## src/hw/fan_ctrl_pkg.sv

```systemverilog
// Purpose: Shared constants and helpers for the fan master control register bank.
// Assumes: Byte-wide register port, 20 MHz device clock.
// Notes: Every offset, bit position, reset value and timing count lives here.
package fan_ctrl_pkg;

  // Register offsets on the byte-wide register port.
  localparam logic [7:0] MASTER_CTRL_ADDR = 8'h40;
  localparam logic [7:0] CUR_DUTY_ADDR = 8'h30;
  localparam logic [7:0] PARAM_FIRST_ADDR = 8'h5C;
  localparam logic [7:0] PARAM_LAST_ADDR = 8'h6E;

  // Number of protected fan limit and parameter bytes, and the index width.
  localparam int PARAM_COUNT = 19;
  localparam int PARAM_IDX_W = 5;

  // Bit positions inside the master control register.
  localparam int START_BIT = 0;
  localparam int LOCK_BIT = 1;
  localparam int READY_BIT = 2;
  localparam int FORCE_BIT = 3;

  // Reset value of the master control register and the duty extremes.
  localparam logic [7:0] MASTER_CTRL_RESET = 8'h00;
  localparam logic [7:0] FULL_DUTY = 8'hFF;
  localparam logic [7:0] OFF_DUTY = 8'h00;
  localparam logic [7:0] READ_ZERO = 8'h00;

  // Built-in defaults of the protected parameter bytes.
  localparam logic [4:0] FAN_CFG_IDX = 5'h00;
  localparam logic [4:0] RANGE1_IDX = 5'h03;
  localparam logic [4:0] RANGE2_IDX = 5'h04;
  localparam logic [7:0] FAN_CFG_DFLT = 8'h62;
  localparam logic [7:0] RANGE_DFLT = 8'hC3;
  localparam logic [7:0] PARAM_DFLT_OTHER = 8'h00;

  // Power-up settling time before the ready flag may rise, and its cycle count.
  localparam int CLK_HZ = 20_000_000;
  localparam int POR_TIME_NS = 10_000;
  localparam int POR_CYCLES = (POR_TIME_NS * (CLK_HZ / 1_000_000) + 999) / 1000;
  localparam int POR_CNT_W = 9;

  // Returns the built-in default of one protected parameter byte.
  function automatic logic [7:0] param_default(input logic [4:0] idx);
    if (idx == FAN_CFG_IDX) begin
      return FAN_CFG_DFLT;
    end else if (idx == RANGE1_IDX || idx == RANGE2_IDX) begin
      return RANGE_DFLT;
    end else begin
      return PARAM_DFLT_OTHER;
    end
  endfunction : param_default

  // Tells whether an address falls in the protected parameter window.
  function automatic logic in_param_range(input logic [7:0] addr);
    return (addr >= PARAM_FIRST_ADDR) && (addr <= PARAM_LAST_ADDR);
  endfunction : in_param_range

  // Converts a register address to its parameter byte index.
  function automatic logic [4:0] param_index(input logic [7:0] addr);
    logic [7:0] diff;
    diff = addr - PARAM_FIRST_ADDR;
    return diff[4:0];
  endfunction : param_index

endpackage : fan_ctrl_pkg

```

## src/hw/level_sync3.sv

```systemverilog
// Purpose: Brings an asynchronous level into the clock domain.
// Assumes: The input may change at any time relative to clk.
// Notes: The output follows only once the second and third stages agree.
`timescale 1ns/1ps
`default_nettype none
module level_sync3 (
  input wire logic clk,
  input wire logic rst_n,
  input wire logic asyncIn,
  output logic syncOut
);

  // All state of the synchroniser in one packed record.
  typedef struct packed {
    logic stage1;
    logic stage2;
    logic stage3;
    logic level;
  } sync_state_t;

  sync_state_t st_ff;
  sync_state_t nxt_st;

  // Shifts the chain and accepts a change once stages two and three agree.
  always_comb begin
    nxt_st = st_ff;
    nxt_st.stage1 = asyncIn;
    nxt_st.stage2 = st_ff.stage1;
    nxt_st.stage3 = st_ff.stage2;
    if (st_ff.stage2 == st_ff.stage3) begin
      nxt_st.level = st_ff.stage3;
    end
  end

  // Registers the state; reset clears every stage.
  always_ff @(posedge clk) begin
    if (!rst_n) begin
      st_ff <= '0;
    end else begin
      st_ff <= nxt_st;
    end
  end

  // The settled level leaves straight from a flip-flop.
  assign syncOut = st_ff.level;

endmodule : level_sync3
`default_nettype wire

```

## src/hw/ready_timer.sv

```systemverilog
// Purpose: Raises the ready flag after power-up settling and converter health.
// Assumes: adcOk is already in the clock domain.
// Notes: The flag is sticky until the next power-up reset.
`timescale 1ns/1ps
`default_nettype none
module ready_timer (
  input wire logic clk,
  input wire logic rst_n,
  input wire logic adcOk,
  output logic readyOut
);

  // All state of the timer in one packed record.
  typedef struct packed {
    logic [8:0] count;
    logic porDone;
    logic ready;
  } timer_state_t;

  timer_state_t st_ff;
  timer_state_t nxt_st;

  localparam logic [8:0] POR_LAST = 9'(fan_ctrl_pkg::POR_CYCLES - 1);

  // Counts out the settling time, then waits for healthy converters.
  always_comb begin
    nxt_st = st_ff;
    if (!st_ff.porDone) begin
      if (st_ff.count == POR_LAST) begin
        nxt_st.porDone = 1'b1;
      end else begin
        nxt_st.count = st_ff.count + 9'h001;
      end
    end
    if (st_ff.porDone && adcOk) begin
      nxt_st.ready = 1'b1;
    end
  end

  // Registers the state; reset restarts the settling time.
  always_ff @(posedge clk) begin
    if (!rst_n) begin
      st_ff <= '0;
    end else begin
      st_ff <= nxt_st;
    end
  end

  // The ready level leaves straight from a flip-flop.
  assign readyOut = st_ff.ready;

endmodule : ready_timer
`default_nettype wire

```

## src/hw/fan_ctrl_start_lock_override.sv

```systemverilog
// Purpose: Master control register bank with start, lock, ready and full-duty override.
// Assumes: rst_n is the power-up reset; the register port is byte wide.
// Notes: The protected parameter bytes are held here so the lock can guard them.
// Functional notes
// - Start set selects programmed parameter values.
// - Before start, defaults stay in use.
// - Start clear always selects defaults.
// - Start changes never alter stored parameters.
// - Start stays writable while locked.
// - Lock makes parameter registers read-only.
// - Lock cannot be cleared by software.
// - Ready is read-only, set by hardware.
// - Override forces full duty on PWM.
// - Override beats a disabled PWM channel.
// - Locked parameter writes are discarded.
// - Before start, duty runs full, reads FF.
`timescale 1ns/1ps
`default_nettype none
module fan_ctrl_start_lock_override (
  input wire logic clk,
  input wire logic rst_n,
  input wire logic [7:0] regAddr,
  input wire logic [7:0] regWrData,
  input wire logic regWrEn,
  input wire logic regRdEn,
  output logic [7:0] regRdData,
  output logic regRdValid,
  input wire logic adcOkAsync,
  input wire logic [4:0] paramSelIdx,
  output logic [7:0] paramSelData,
  input wire logic [7:0] autoDuty,
  input wire logic pwmDisabled,
  output logic [7:0] dutyOut,
  output logic startActive,
  output logic lockActive,
  output logic forceFullDuty
);

  // All state of the bank in one packed record.
  typedef struct packed {
    logic startFlag;
    logic lockFlag;
    logic forceFlag;
    logic [fan_ctrl_pkg::PARAM_COUNT-1:0][7:0] progRegs;
    logic [7:0] rdData;
    logic rdValid;
    logic [7:0] duty;
    logic [7:0] selData;
  } ctrl_state_t;

  ctrl_state_t st_ff;
  ctrl_state_t nxt_st;

  // Converter health after the three-stage synchroniser.
  logic adcOk;
  // Sticky ready level from the power-up timer.
  logic readyFlag;
  // Decoded write strobes.
  logic ctrlWr;
  logic paramWr;
  // Index of the addressed parameter byte.
  logic [4:0] wrIdx;

  // Synchronises the converter health level from the analog side.
  level_sync3 u_adc_sync (
    .clk(clk),
    .rst_n(rst_n),
    .asyncIn(adcOkAsync),
    .syncOut(adcOk)
  );

  // Times the power-up settling and raises ready.
  ready_timer u_ready (
    .clk(clk),
    .rst_n(rst_n),
    .adcOk(adcOk),
    .readyOut(readyFlag)
  );

  // Decodes the register port address.
  always_comb begin
    ctrlWr = 1'b0;
    paramWr = 1'b0;
    wrIdx = fan_ctrl_pkg::param_index(regAddr);
    if (regWrEn && regAddr == fan_ctrl_pkg::MASTER_CTRL_ADDR) begin
      ctrlWr = 1'b1;
    end else if (regWrEn && fan_ctrl_pkg::in_param_range(regAddr)) begin
      paramWr = 1'b1;
    end
  end

  // Computes the next state of flags, parameters, read data and duty.
  always_comb begin
    nxt_st = st_ff;
    nxt_st.rdValid = 1'b0;
    // Control write: start and override follow data, lock only ever sets.
    if (ctrlWr) begin
      // Bits 7 to 4 and the ready bit of the written byte are ignored.
      nxt_st.startFlag = regWrData[fan_ctrl_pkg::START_BIT];
      nxt_st.forceFlag = regWrData[fan_ctrl_pkg::FORCE_BIT];
      // A written zero leaves an engaged lock alone; only power-up reset clears it.
      if (regWrData[fan_ctrl_pkg::LOCK_BIT]) begin
        nxt_st.lockFlag = 1'b1;
      end
    end
    // Control writes never reach the stored bytes, so start leaves them alone.
    // Parameter write lands only while unlocked; otherwise it is dropped.
    if (paramWr && !st_ff.lockFlag) begin
      nxt_st.progRegs[wrIdx] = regWrData;
    end
    // Read answers one cycle later with a valid pulse.
    if (regRdEn) begin
      nxt_st.rdValid = 1'b1;
      if (regAddr == fan_ctrl_pkg::MASTER_CTRL_ADDR) begin
        // Reserved bits read zero; the ready bit is the timer's live level.
        nxt_st.rdData = {4'h0, st_ff.forceFlag, readyFlag, st_ff.lockFlag,
                         st_ff.startFlag};
      end else if (regAddr == fan_ctrl_pkg::CUR_DUTY_ADDR) begin
        // Current duty exactly as it is being driven now.
        nxt_st.rdData = st_ff.duty;
      end else if (fan_ctrl_pkg::in_param_range(regAddr)) begin
        // The stored byte, whichever value the start bit selects.
        nxt_st.rdData = st_ff.progRegs[fan_ctrl_pkg::param_index(regAddr)];
      end else begin
        // Unmapped addresses read zero.
        nxt_st.rdData = fan_ctrl_pkg::READ_ZERO;
      end
    end
    // Working value for the fan logic: defaults until start is set.
    if (paramSelIdx >= 5'(fan_ctrl_pkg::PARAM_COUNT)) begin
      // Indices past the last byte have no register behind them.
      nxt_st.selData = fan_ctrl_pkg::READ_ZERO;
    end else if (st_ff.startFlag) begin
      // Start set: the programmed byte is used.
      nxt_st.selData = st_ff.progRegs[paramSelIdx];
    end else begin
      // Start clear: the built-in default, whatever is stored.
      nxt_st.selData = fan_ctrl_pkg::param_default(paramSelIdx);
    end
    // Duty: override first, then full duty before start, then disable, then normal.
    if (st_ff.forceFlag) begin
      nxt_st.duty = fan_ctrl_pkg::FULL_DUTY;
    end else if (!st_ff.startFlag) begin
      nxt_st.duty = fan_ctrl_pkg::FULL_DUTY;
    end else if (pwmDisabled) begin
      // A disabled channel idles at zero duty once start is set.
      nxt_st.duty = fan_ctrl_pkg::OFF_DUTY;
    end else begin
      // Normal computed duty; it comes back by itself once override clears.
      nxt_st.duty = autoDuty;
    end
  end

  // Registers the state; power-up reset clears flags and loads defaults.
  always_ff @(posedge clk) begin
    if (!rst_n) begin
      st_ff.startFlag <= fan_ctrl_pkg::MASTER_CTRL_RESET[fan_ctrl_pkg::START_BIT];
      st_ff.lockFlag <= fan_ctrl_pkg::MASTER_CTRL_RESET[fan_ctrl_pkg::LOCK_BIT];
      st_ff.forceFlag <= fan_ctrl_pkg::MASTER_CTRL_RESET[fan_ctrl_pkg::FORCE_BIT];
      // Stored bytes take their built-in defaults at power-up.
      for (int i = 0; i < fan_ctrl_pkg::PARAM_COUNT; i++) begin
        st_ff.progRegs[i] <= fan_ctrl_pkg::param_default(5'(i));
      end
      st_ff.rdData <= fan_ctrl_pkg::READ_ZERO;
      st_ff.rdValid <= 1'b0;
      // Power-up duty is full until start is set.
      st_ff.duty <= fan_ctrl_pkg::FULL_DUTY;
      st_ff.selData <= fan_ctrl_pkg::READ_ZERO;
    end else begin
      st_ff <= nxt_st;
    end
  end

  // Outputs come straight from the state flip-flops.
  assign regRdData = st_ff.rdData;
  assign regRdValid = st_ff.rdValid;
  assign paramSelData = st_ff.selData;
  assign dutyOut = st_ff.duty;
  assign startActive = st_ff.startFlag;
  assign lockActive = st_ff.lockFlag;
  assign forceFullDuty = st_ff.forceFlag;
endmodule : fan_ctrl_start_lock_override
`default_nettype wire

```

## config.mk

```make
export PLATFORM = sky130hd
export DESIGN_NAME = fan_ctrl_start_lock_override
export DESIGN_NICKNAME = d
export VERILOG_FILES = /design/src/hw/fan_ctrl_pkg.sv /design/src/hw/level_sync3.sv /design/src/hw/ready_timer.sv /design/src/hw/fan_ctrl_start_lock_override.sv
export SDC_FILE = /design/constraint.sdc
export NUM_CORES = 1
export LEC_CHECK = 0
export BUFFER_PORTS_ARGS = -buffer_cell sky130_fd_sc_hd__buf_2
export CAP_MARGIN = 40
export CORE_ASPECT_RATIO = 0.8
export CORE_MARGIN = 3
export CORE_UTILIZATION = 55
export DETAILED_ROUTE_END_ITERATION = 12
export PLACE_DENSITY_LB_ADDON = 0.25
export SLEW_MARGIN = 5
export SYNTH_ARGS = -nofsm -noshare
export SYNTH_HDL_FRONTEND = slang
export SYNTH_SLANG_ARGS = --single-unit
```

## constraint.sdc

```tcl
create_clock -name clk -period 2.05 [get_ports clk]
set_input_delay 0.1025 -clock clk [delete_from_list [all_inputs] [get_ports clk]]
set_output_delay 0.1025 -clock clk [all_outputs]
set_load 0.05 [all_outputs]
```

After elaboration in Yosys (flattened, before gate mapping)
Index checks and enable logic that the tools add are counted.
- register bits after elaboration: 195
- $add $sub $neg: 2
- $lt $le $gt $ge: 6
- equality and inequality tests: 6
- multiplexer cells: 20
- bitwise gates (word level): 4
- reductions and logical operators: 13
- operator list (cell ; number):
    $bwmux W152 ; 1
    $bmux W8 S5 ; 2
    $mux W8 ; 10
    $demux W8 S5 ; 1
    $lt A5 B6 Y1 const B ; 2
    $add A9 B1 Y9 const B ; 1
    $eq A9 B8 Y1 const B ; 1
    $eq A8 B6 Y1 const B ; 1
    $eq A8 B7 Y1 const B ; 1
    $ge A8 B7 Y1 const B ; 1
    $le A8 B7 Y1 const B ; 1
    $logic_and A1 B1 Y1 ; 6
    $mux W1 ; 6
    $eq A5 B2 Y1 const B ; 1
    $eq A5 B3 Y1 const B ; 1
    $ge A5 B1 Y1 const B ; 1
    $ge A5 B5 Y1 const B ; 1
    $logic_not A5 Y1 ; 1
    $sub A5 B5 Y5 const B ; 1
    $not A1 Y1 ; 4
    $reduce_and A2 Y1 ; 2
    $reduce_or A3 Y1 ; 1
    $reduce_or A2 Y1 ; 1
    $eq A1 B1 Y1 ; 1
    2 further kinds ; 2

Longest topological paths before layout
- word-level depth: 6
- gate-level depth with buffers: 10

Cells and area by module
A second synthesis with hierarchy kept.
- cell total of the unflattened synthesis: 1118
- area, all modules: 10647.7 µm²
- by module, submodules not included (module ; times used ; cells an instance ; area an instance (µm²) ; seq. area each (µm²)):
    fan_ctrl_start_lock_override ; 1 ; 1054 ; 10035.9 ; 3603.5
    ready_timer ; 1 ; 54 ; 495.5 ; 220.2
    level_sync3 ; 1 ; 10 ; 116.4 ; 80.1

Worst setup path after synthesis
OpenSTA, ideal clock, no wires.
- path kind: input -> register
- start point: input port regAddr[2]
- end point: register st_ff, in the netlist regRdData[3]
- setup time: 87 ps
- arrival: 1990 ps
- required time: 1963 ps
- path slack: -28 ps
- stages: 9
- buffers on the path: 2
- path through: buf_2 -> inv_1 -> ha_1 -> buf_2 -> nand2b_1 -> nor2_1 -> a221oi_1 -> or3_1 -> o31ai_1
- cells in the longest elaborated chain, start to end: 6
- elaborated cells between the ends (all ways): 11
- RTL lines (element ; RTL line ; text):
    from (decl) ; fan_ctrl_start_lock_override.sv:22 ; input wire logic [7:0] regAddr,
    $sub A5 B5 Y5 ; fan_ctrl_pkg.sv:61 ; diff = addr - PARAM_FIRST_ADDR;
    $bmux W8 S5 ; fan_ctrl_start_lock_override.sv:123 ; nxt_st.rdData = st_ff.progRegs[fan_ctrl_pkg::param_index(regAddr)];
    $mux W8 (not written as such) ; fan_ctrl_start_lock_override.sv:123 ;
    $mux W8 ; fan_ctrl_start_lock_override.sv:121 ; end else if (fan_ctrl_pkg::in_param_range(regAddr)) begin
    $mux W8 ; fan_ctrl_start_lock_override.sv:118 ; end else if (regAddr == fan_ctrl_pkg::CUR_DUTY_ADDR) begin
    $mux W8 * ; fan_ctrl_start_lock_override.sv:114 ; if (regAddr == fan_ctrl_pkg::MASTER_CTRL_ADDR) begin
    to (signal assigned) ; fan_ctrl_start_lock_override.sv:170 ; st_ff <= nxt_st;
    to (decl) ; fan_ctrl_start_lock_override.sv:51 ; ctrl_state_t st_ff;
Mark *: on every way between the ends. The rest lies on a longest branch, timed or not. The select of a mux whose other input is x is not followed.
A chain may end at the register's enable or synchronous reset.

Worst setup path after layout
- start point: register st_ff, in the netlist lockActive
- end point: register st_ff[166] (netlist name)
- cells in the longest elaborated chain, start to end: 2
- RTL lines (element ; RTL line ; text):
    $logic_not A1 Y1 ; fan_ctrl_start_lock_override.sv:108 ; if (paramWr && !st_ff.lockFlag) begin
    $logic_and A1 B1 Y1 ; fan_ctrl_start_lock_override.sv:108 ;
No other way between the ends.

==> impl_metrics.env <==
export IMPL_drtIter0Drc=904
export IMPL_synth_edff_count=0
export IMPL_timing_hold_violations_final=0
export IMPL_synth_top_cell_area_share=0.3837
export IMPL_timing_final_max_slew_violations=0
export IMPL_number_of_storage_elements_in_the_synthesis_netlist=195
export IMPL_path_class="flop to flop"
export IMPL_drt_wl_total_um=28590
export IMPL_timing_critical_path_required_ps=2370
export IMPL_grt_first_pass_wirelength_um=43750
export IMPL_worst_slew_pin_transition_ps=541.4
export IMPL_post_cts_hold_buffer_count=24
export IMPL_clk_latency_ps=440
export IMPL_placed_inst_area_um2=10890
export IMPL_max_cap_violations=0
export IMPL_detailedPlace_worstSlack_ps=-66.69
export IMPL_yosys_warnings=0
export IMPL_cp_start_kind="flop"
export IMPL_clock_sinks=195
export IMPL_placement_rows=43
export IMPL_routability_cong=1.021
export IMPL_slowest_stage_cell_crit_path="sky130_fd_sc_hd__dfxtp_1"
export IMPL_worstSetupEndpointType="flop"
export IMPL_worst_clock_skew_ps=9.133
export IMPL_area_growth_synth_to_final_pct=14.89
export IMPL_place_port_buffers=62
export IMPL_crit_path_max_incr_delay_ps=340
export IMPL_antenna_found_initial=0
export IMPL_postSynthCellCount=993
export IMPL_ys_top_cells_by_area="sky130_fd_sc_hd__dfxtp_1 38%, sky130_fd_sc_hd__mux2i_1 17%, sky130_fd_sc_hd__mux4_2 12%, sky130_fd_sc_hd__nand2_1 6.8%, sky130_fd_sc_hd__mux2_2 2.3%"
export IMPL_drive_above_1_share=0.2475
export IMPL_die_area_um2=20170
export IMPL_syn_cell_area_um2=10170
export IMPL_cts_buffers=17
export IMPL_fmax_mhz=551.9
export IMPL_yosys_area_top_type="sky130_fd_sc_hd__dfxtp_1"
export IMPL_detail_route_drc_violations=0
export IMPL_register_area_share_after_synthesis=0.3837
export IMPL_final_period_utilization=0.8838
export IMPL_crit_chain="nand2b_1, a21oi_2, and3_1, buf_12, nand3_2, mux2i_1"
export IMPL_htree_num_levels=4
export IMPL_grt_pass1_vias=7464
export IMPL_period_minus_slack_ps=1812
export IMPL_synth_flop_cell="sky130_fd_sc_hd__dfxtp_1"
export IMPL_antennaDiodeCount=0
export IMPL_finalSetupViolations=0
export IMPL_die_height_um=127.6
export IMPL_critical_path_buf_inv_count=1
export IMPL_holdCritPathClass="input port to flop"
export IMPL_nNetsFinal=1112
export IMPL_async_s_r_ff_share_synth=0
export IMPL_max_slew_margin_rel=0.6297
export IMPL_critPathTopFamily="simple AND/OR/NAND/NOR gates"
export IMPL_number_of_distinct_library_cells_after_synthesis=62
export IMPL_worst_endpoint_arrival_ps=2130
export IMPL_initial_utilization=0.5730
export IMPL_layout_cell_area_non_filler_um2=11690
export IMPL_clock_path_buffers=2
export IMPL_yosysMostFrequentCell="sky130_fd_sc_hd__dfxtp_1"
export IMPL_clk_transition_reported_paths_ps=70
export IMPL_timing_final_ws_setup_ps=238.1
export IMPL_gr_total_overflow=0
export IMPL_cts_tree="yes"
export IMPL_post_synth_cell_area_avg_um2=10.25
export IMPL_routed_wl_per_cell_um=21.79
export IMPL_unrepaired_setup_endpoints_after_global_routing="false"
export IMPL_dr_total_vias=8136
export IMPL_powerDensity_nw_per_um2=675.8
export IMPL_irDropWorstVdd_uv=543.2
export IMPL_detail_route_antenna_nets=0
export IMPL_p_leak_nw=5.022
export IMPL_cts_root_buf="sky130_fd_sc_hd__clkbuf_16"
export IMPL_design_portCount=63
export IMPL_critical_path_peak_fanout=10
export IMPL_run_status="finished clean"
export IMPL_core_um2=17750
export IMPL_avgViaCountPerCell=6.201
export IMPL_postCtsSetupRepairBufs=0
export IMPL_dieWidth_um=158.1
export IMPL_netlist_top_cells_count="195 x sky130_fd_sc_hd__dfxtp_1, 184 x sky130_fd_sc_hd__nand2_1, 169 x sky130_fd_sc_hd__mux2i_1"
export IMPL_dr_pass1_iters=5
export IMPL_postSynthNetCount=1031
export IMPL_ctsResizeCount=0
export IMPL_grt_start_max_net_pins=48
export IMPL_hpwlAfterDp_um=20770
export IMPL_globalRouteTotalUtil=0.2872
==> placed cells by master (no fill, tap or decap), types with 4 or more instances in the layout <==
master                            n
sky130_fd_sc_hd__a211oi_1         4
sky130_fd_sc_hd__a21oi_1         16
sky130_fd_sc_hd__a221oi_1         8
sky130_fd_sc_hd__and2_1          14
sky130_fd_sc_hd__and3_1           6
sky130_fd_sc_hd__buf_12           9
sky130_fd_sc_hd__buf_2           61
sky130_fd_sc_hd__buf_4           63
sky130_fd_sc_hd__clkbuf_16       17
sky130_fd_sc_hd__dfxtp_1        195
sky130_fd_sc_hd__dlygate4sd3_1   24
sky130_fd_sc_hd__inv_1           16
sky130_fd_sc_hd__inv_6            7
sky130_fd_sc_hd__mux2_2          21
sky130_fd_sc_hd__mux2i_1        169
sky130_fd_sc_hd__mux4_2          55
sky130_fd_sc_hd__nand2_1        184
sky130_fd_sc_hd__nand3_1         20
sky130_fd_sc_hd__nand3_4         10
sky130_fd_sc_hd__nand4_1          7
sky130_fd_sc_hd__nor2_1          25
sky130_fd_sc_hd__nor2b_1         15
sky130_fd_sc_hd__nor3_1           6
sky130_fd_sc_hd__o211ai_1         5
sky130_fd_sc_hd__o21ai_0         33
sky130_fd_sc_hd__o22ai_1         18
sky130_fd_sc_hd__or3_1            5
sky130_fd_sc_hd__xnor2_1          7
==> layout make-up <==
type / instances / area, µm²
fill: 1390 / 6066
multi-input combinational: 687 / 5682
sequential: 195 / 3904
timing repair buffer: 157 / 1199
clock buffer: 18 / 429.2
tap: 225 / 281.5
clock inverter: 14 / 133.9
inverter: 16 / 60.06
==> state kept, by name, indices dropped and copies added, names as in the netlist <==
register / cells
st_ff: 152
u_ready.st_ff: 10
dutyOut: 8
paramSelData: 8
regRdData: 8
u_adc_sync.nxt_st: 2
forceFullDuty: 1
lockActive: 1
regRdValid: 1
startActive: 1
u_adc_sync.st_ff: 1
u_adc_sync.syncOut: 1
u_ready.readyOut: 1
==> worst min-delay path, delay by kind of cell <==
| family | cells | cell delay [ps] |
|---|---|---|
| buffers and inverters | 1 | 180 |
| muxes | 1 | 90 |
| and+or+nand+nor | 1 | 60 |
==> metrics by stage <==
step                      hold WS, ps  TNS, ps  cells  power (mW)  utilization
after floorplan                 202.9        0    993       4.395            -
after global placement          313.1   -91.64   1256       4.677       0.6131
after detailed placement        319.2   -94.87   1256       4.681       0.6131
after CTS                       24.64        0   1312       7.914       0.6584
after global routing            40.50        0   1312       8.118       0.6584
final                           28.91        0   1312       7.899       0.6584
==> power breakdown <==
group | total, mW | internal, mW | switching [mW]
registers | 3.81 | 3.80 | 0.0120
logic | 0.823 | 0.318 | 0.505
clock network | 3.26 | 1.62 | 1.65
total | 7.90 | 5.74 | 2.16
==> cell families after synthesis <==
kind of cell | count (synthesis) | synth area share
AO/OA/AOI/OAI | 111 | 0.07158
flip-flops | 195 | 0.3837
buffers and inverters | 111 | 0.05854
AND/OR/NAND/NOR | 318 | 0.1611
XOR/XNOR | 10 | 0.01009
adder cells (fa/ha/maj) | 3 | 0.003690
multiplexers | 245 | 0.3113
==> routing by layer <==
layer,share of wire,track usage
met1,0.45,0.4286
met2,0.44,0.4288
met3,0.10,0.06197
met4,0.016,0.06727
met5,0,0
==> final timing paths <==
path | start | end | slack (ps) | cells past startpoint
hold / removal | regWrData[6] | st_ff[55] | 30 | 3
hold reg to reg | u_adc_sync.nxt_st[2] | u_adc_sync.nxt_st[1] | 440 | 1
setup / recovery | lockActive | st_ff[166] | 240 | 6
setup reg to reg | lockActive | st_ff[166] | 240 | 6
No activity file was read; power rests on OpenSTA's default activity.
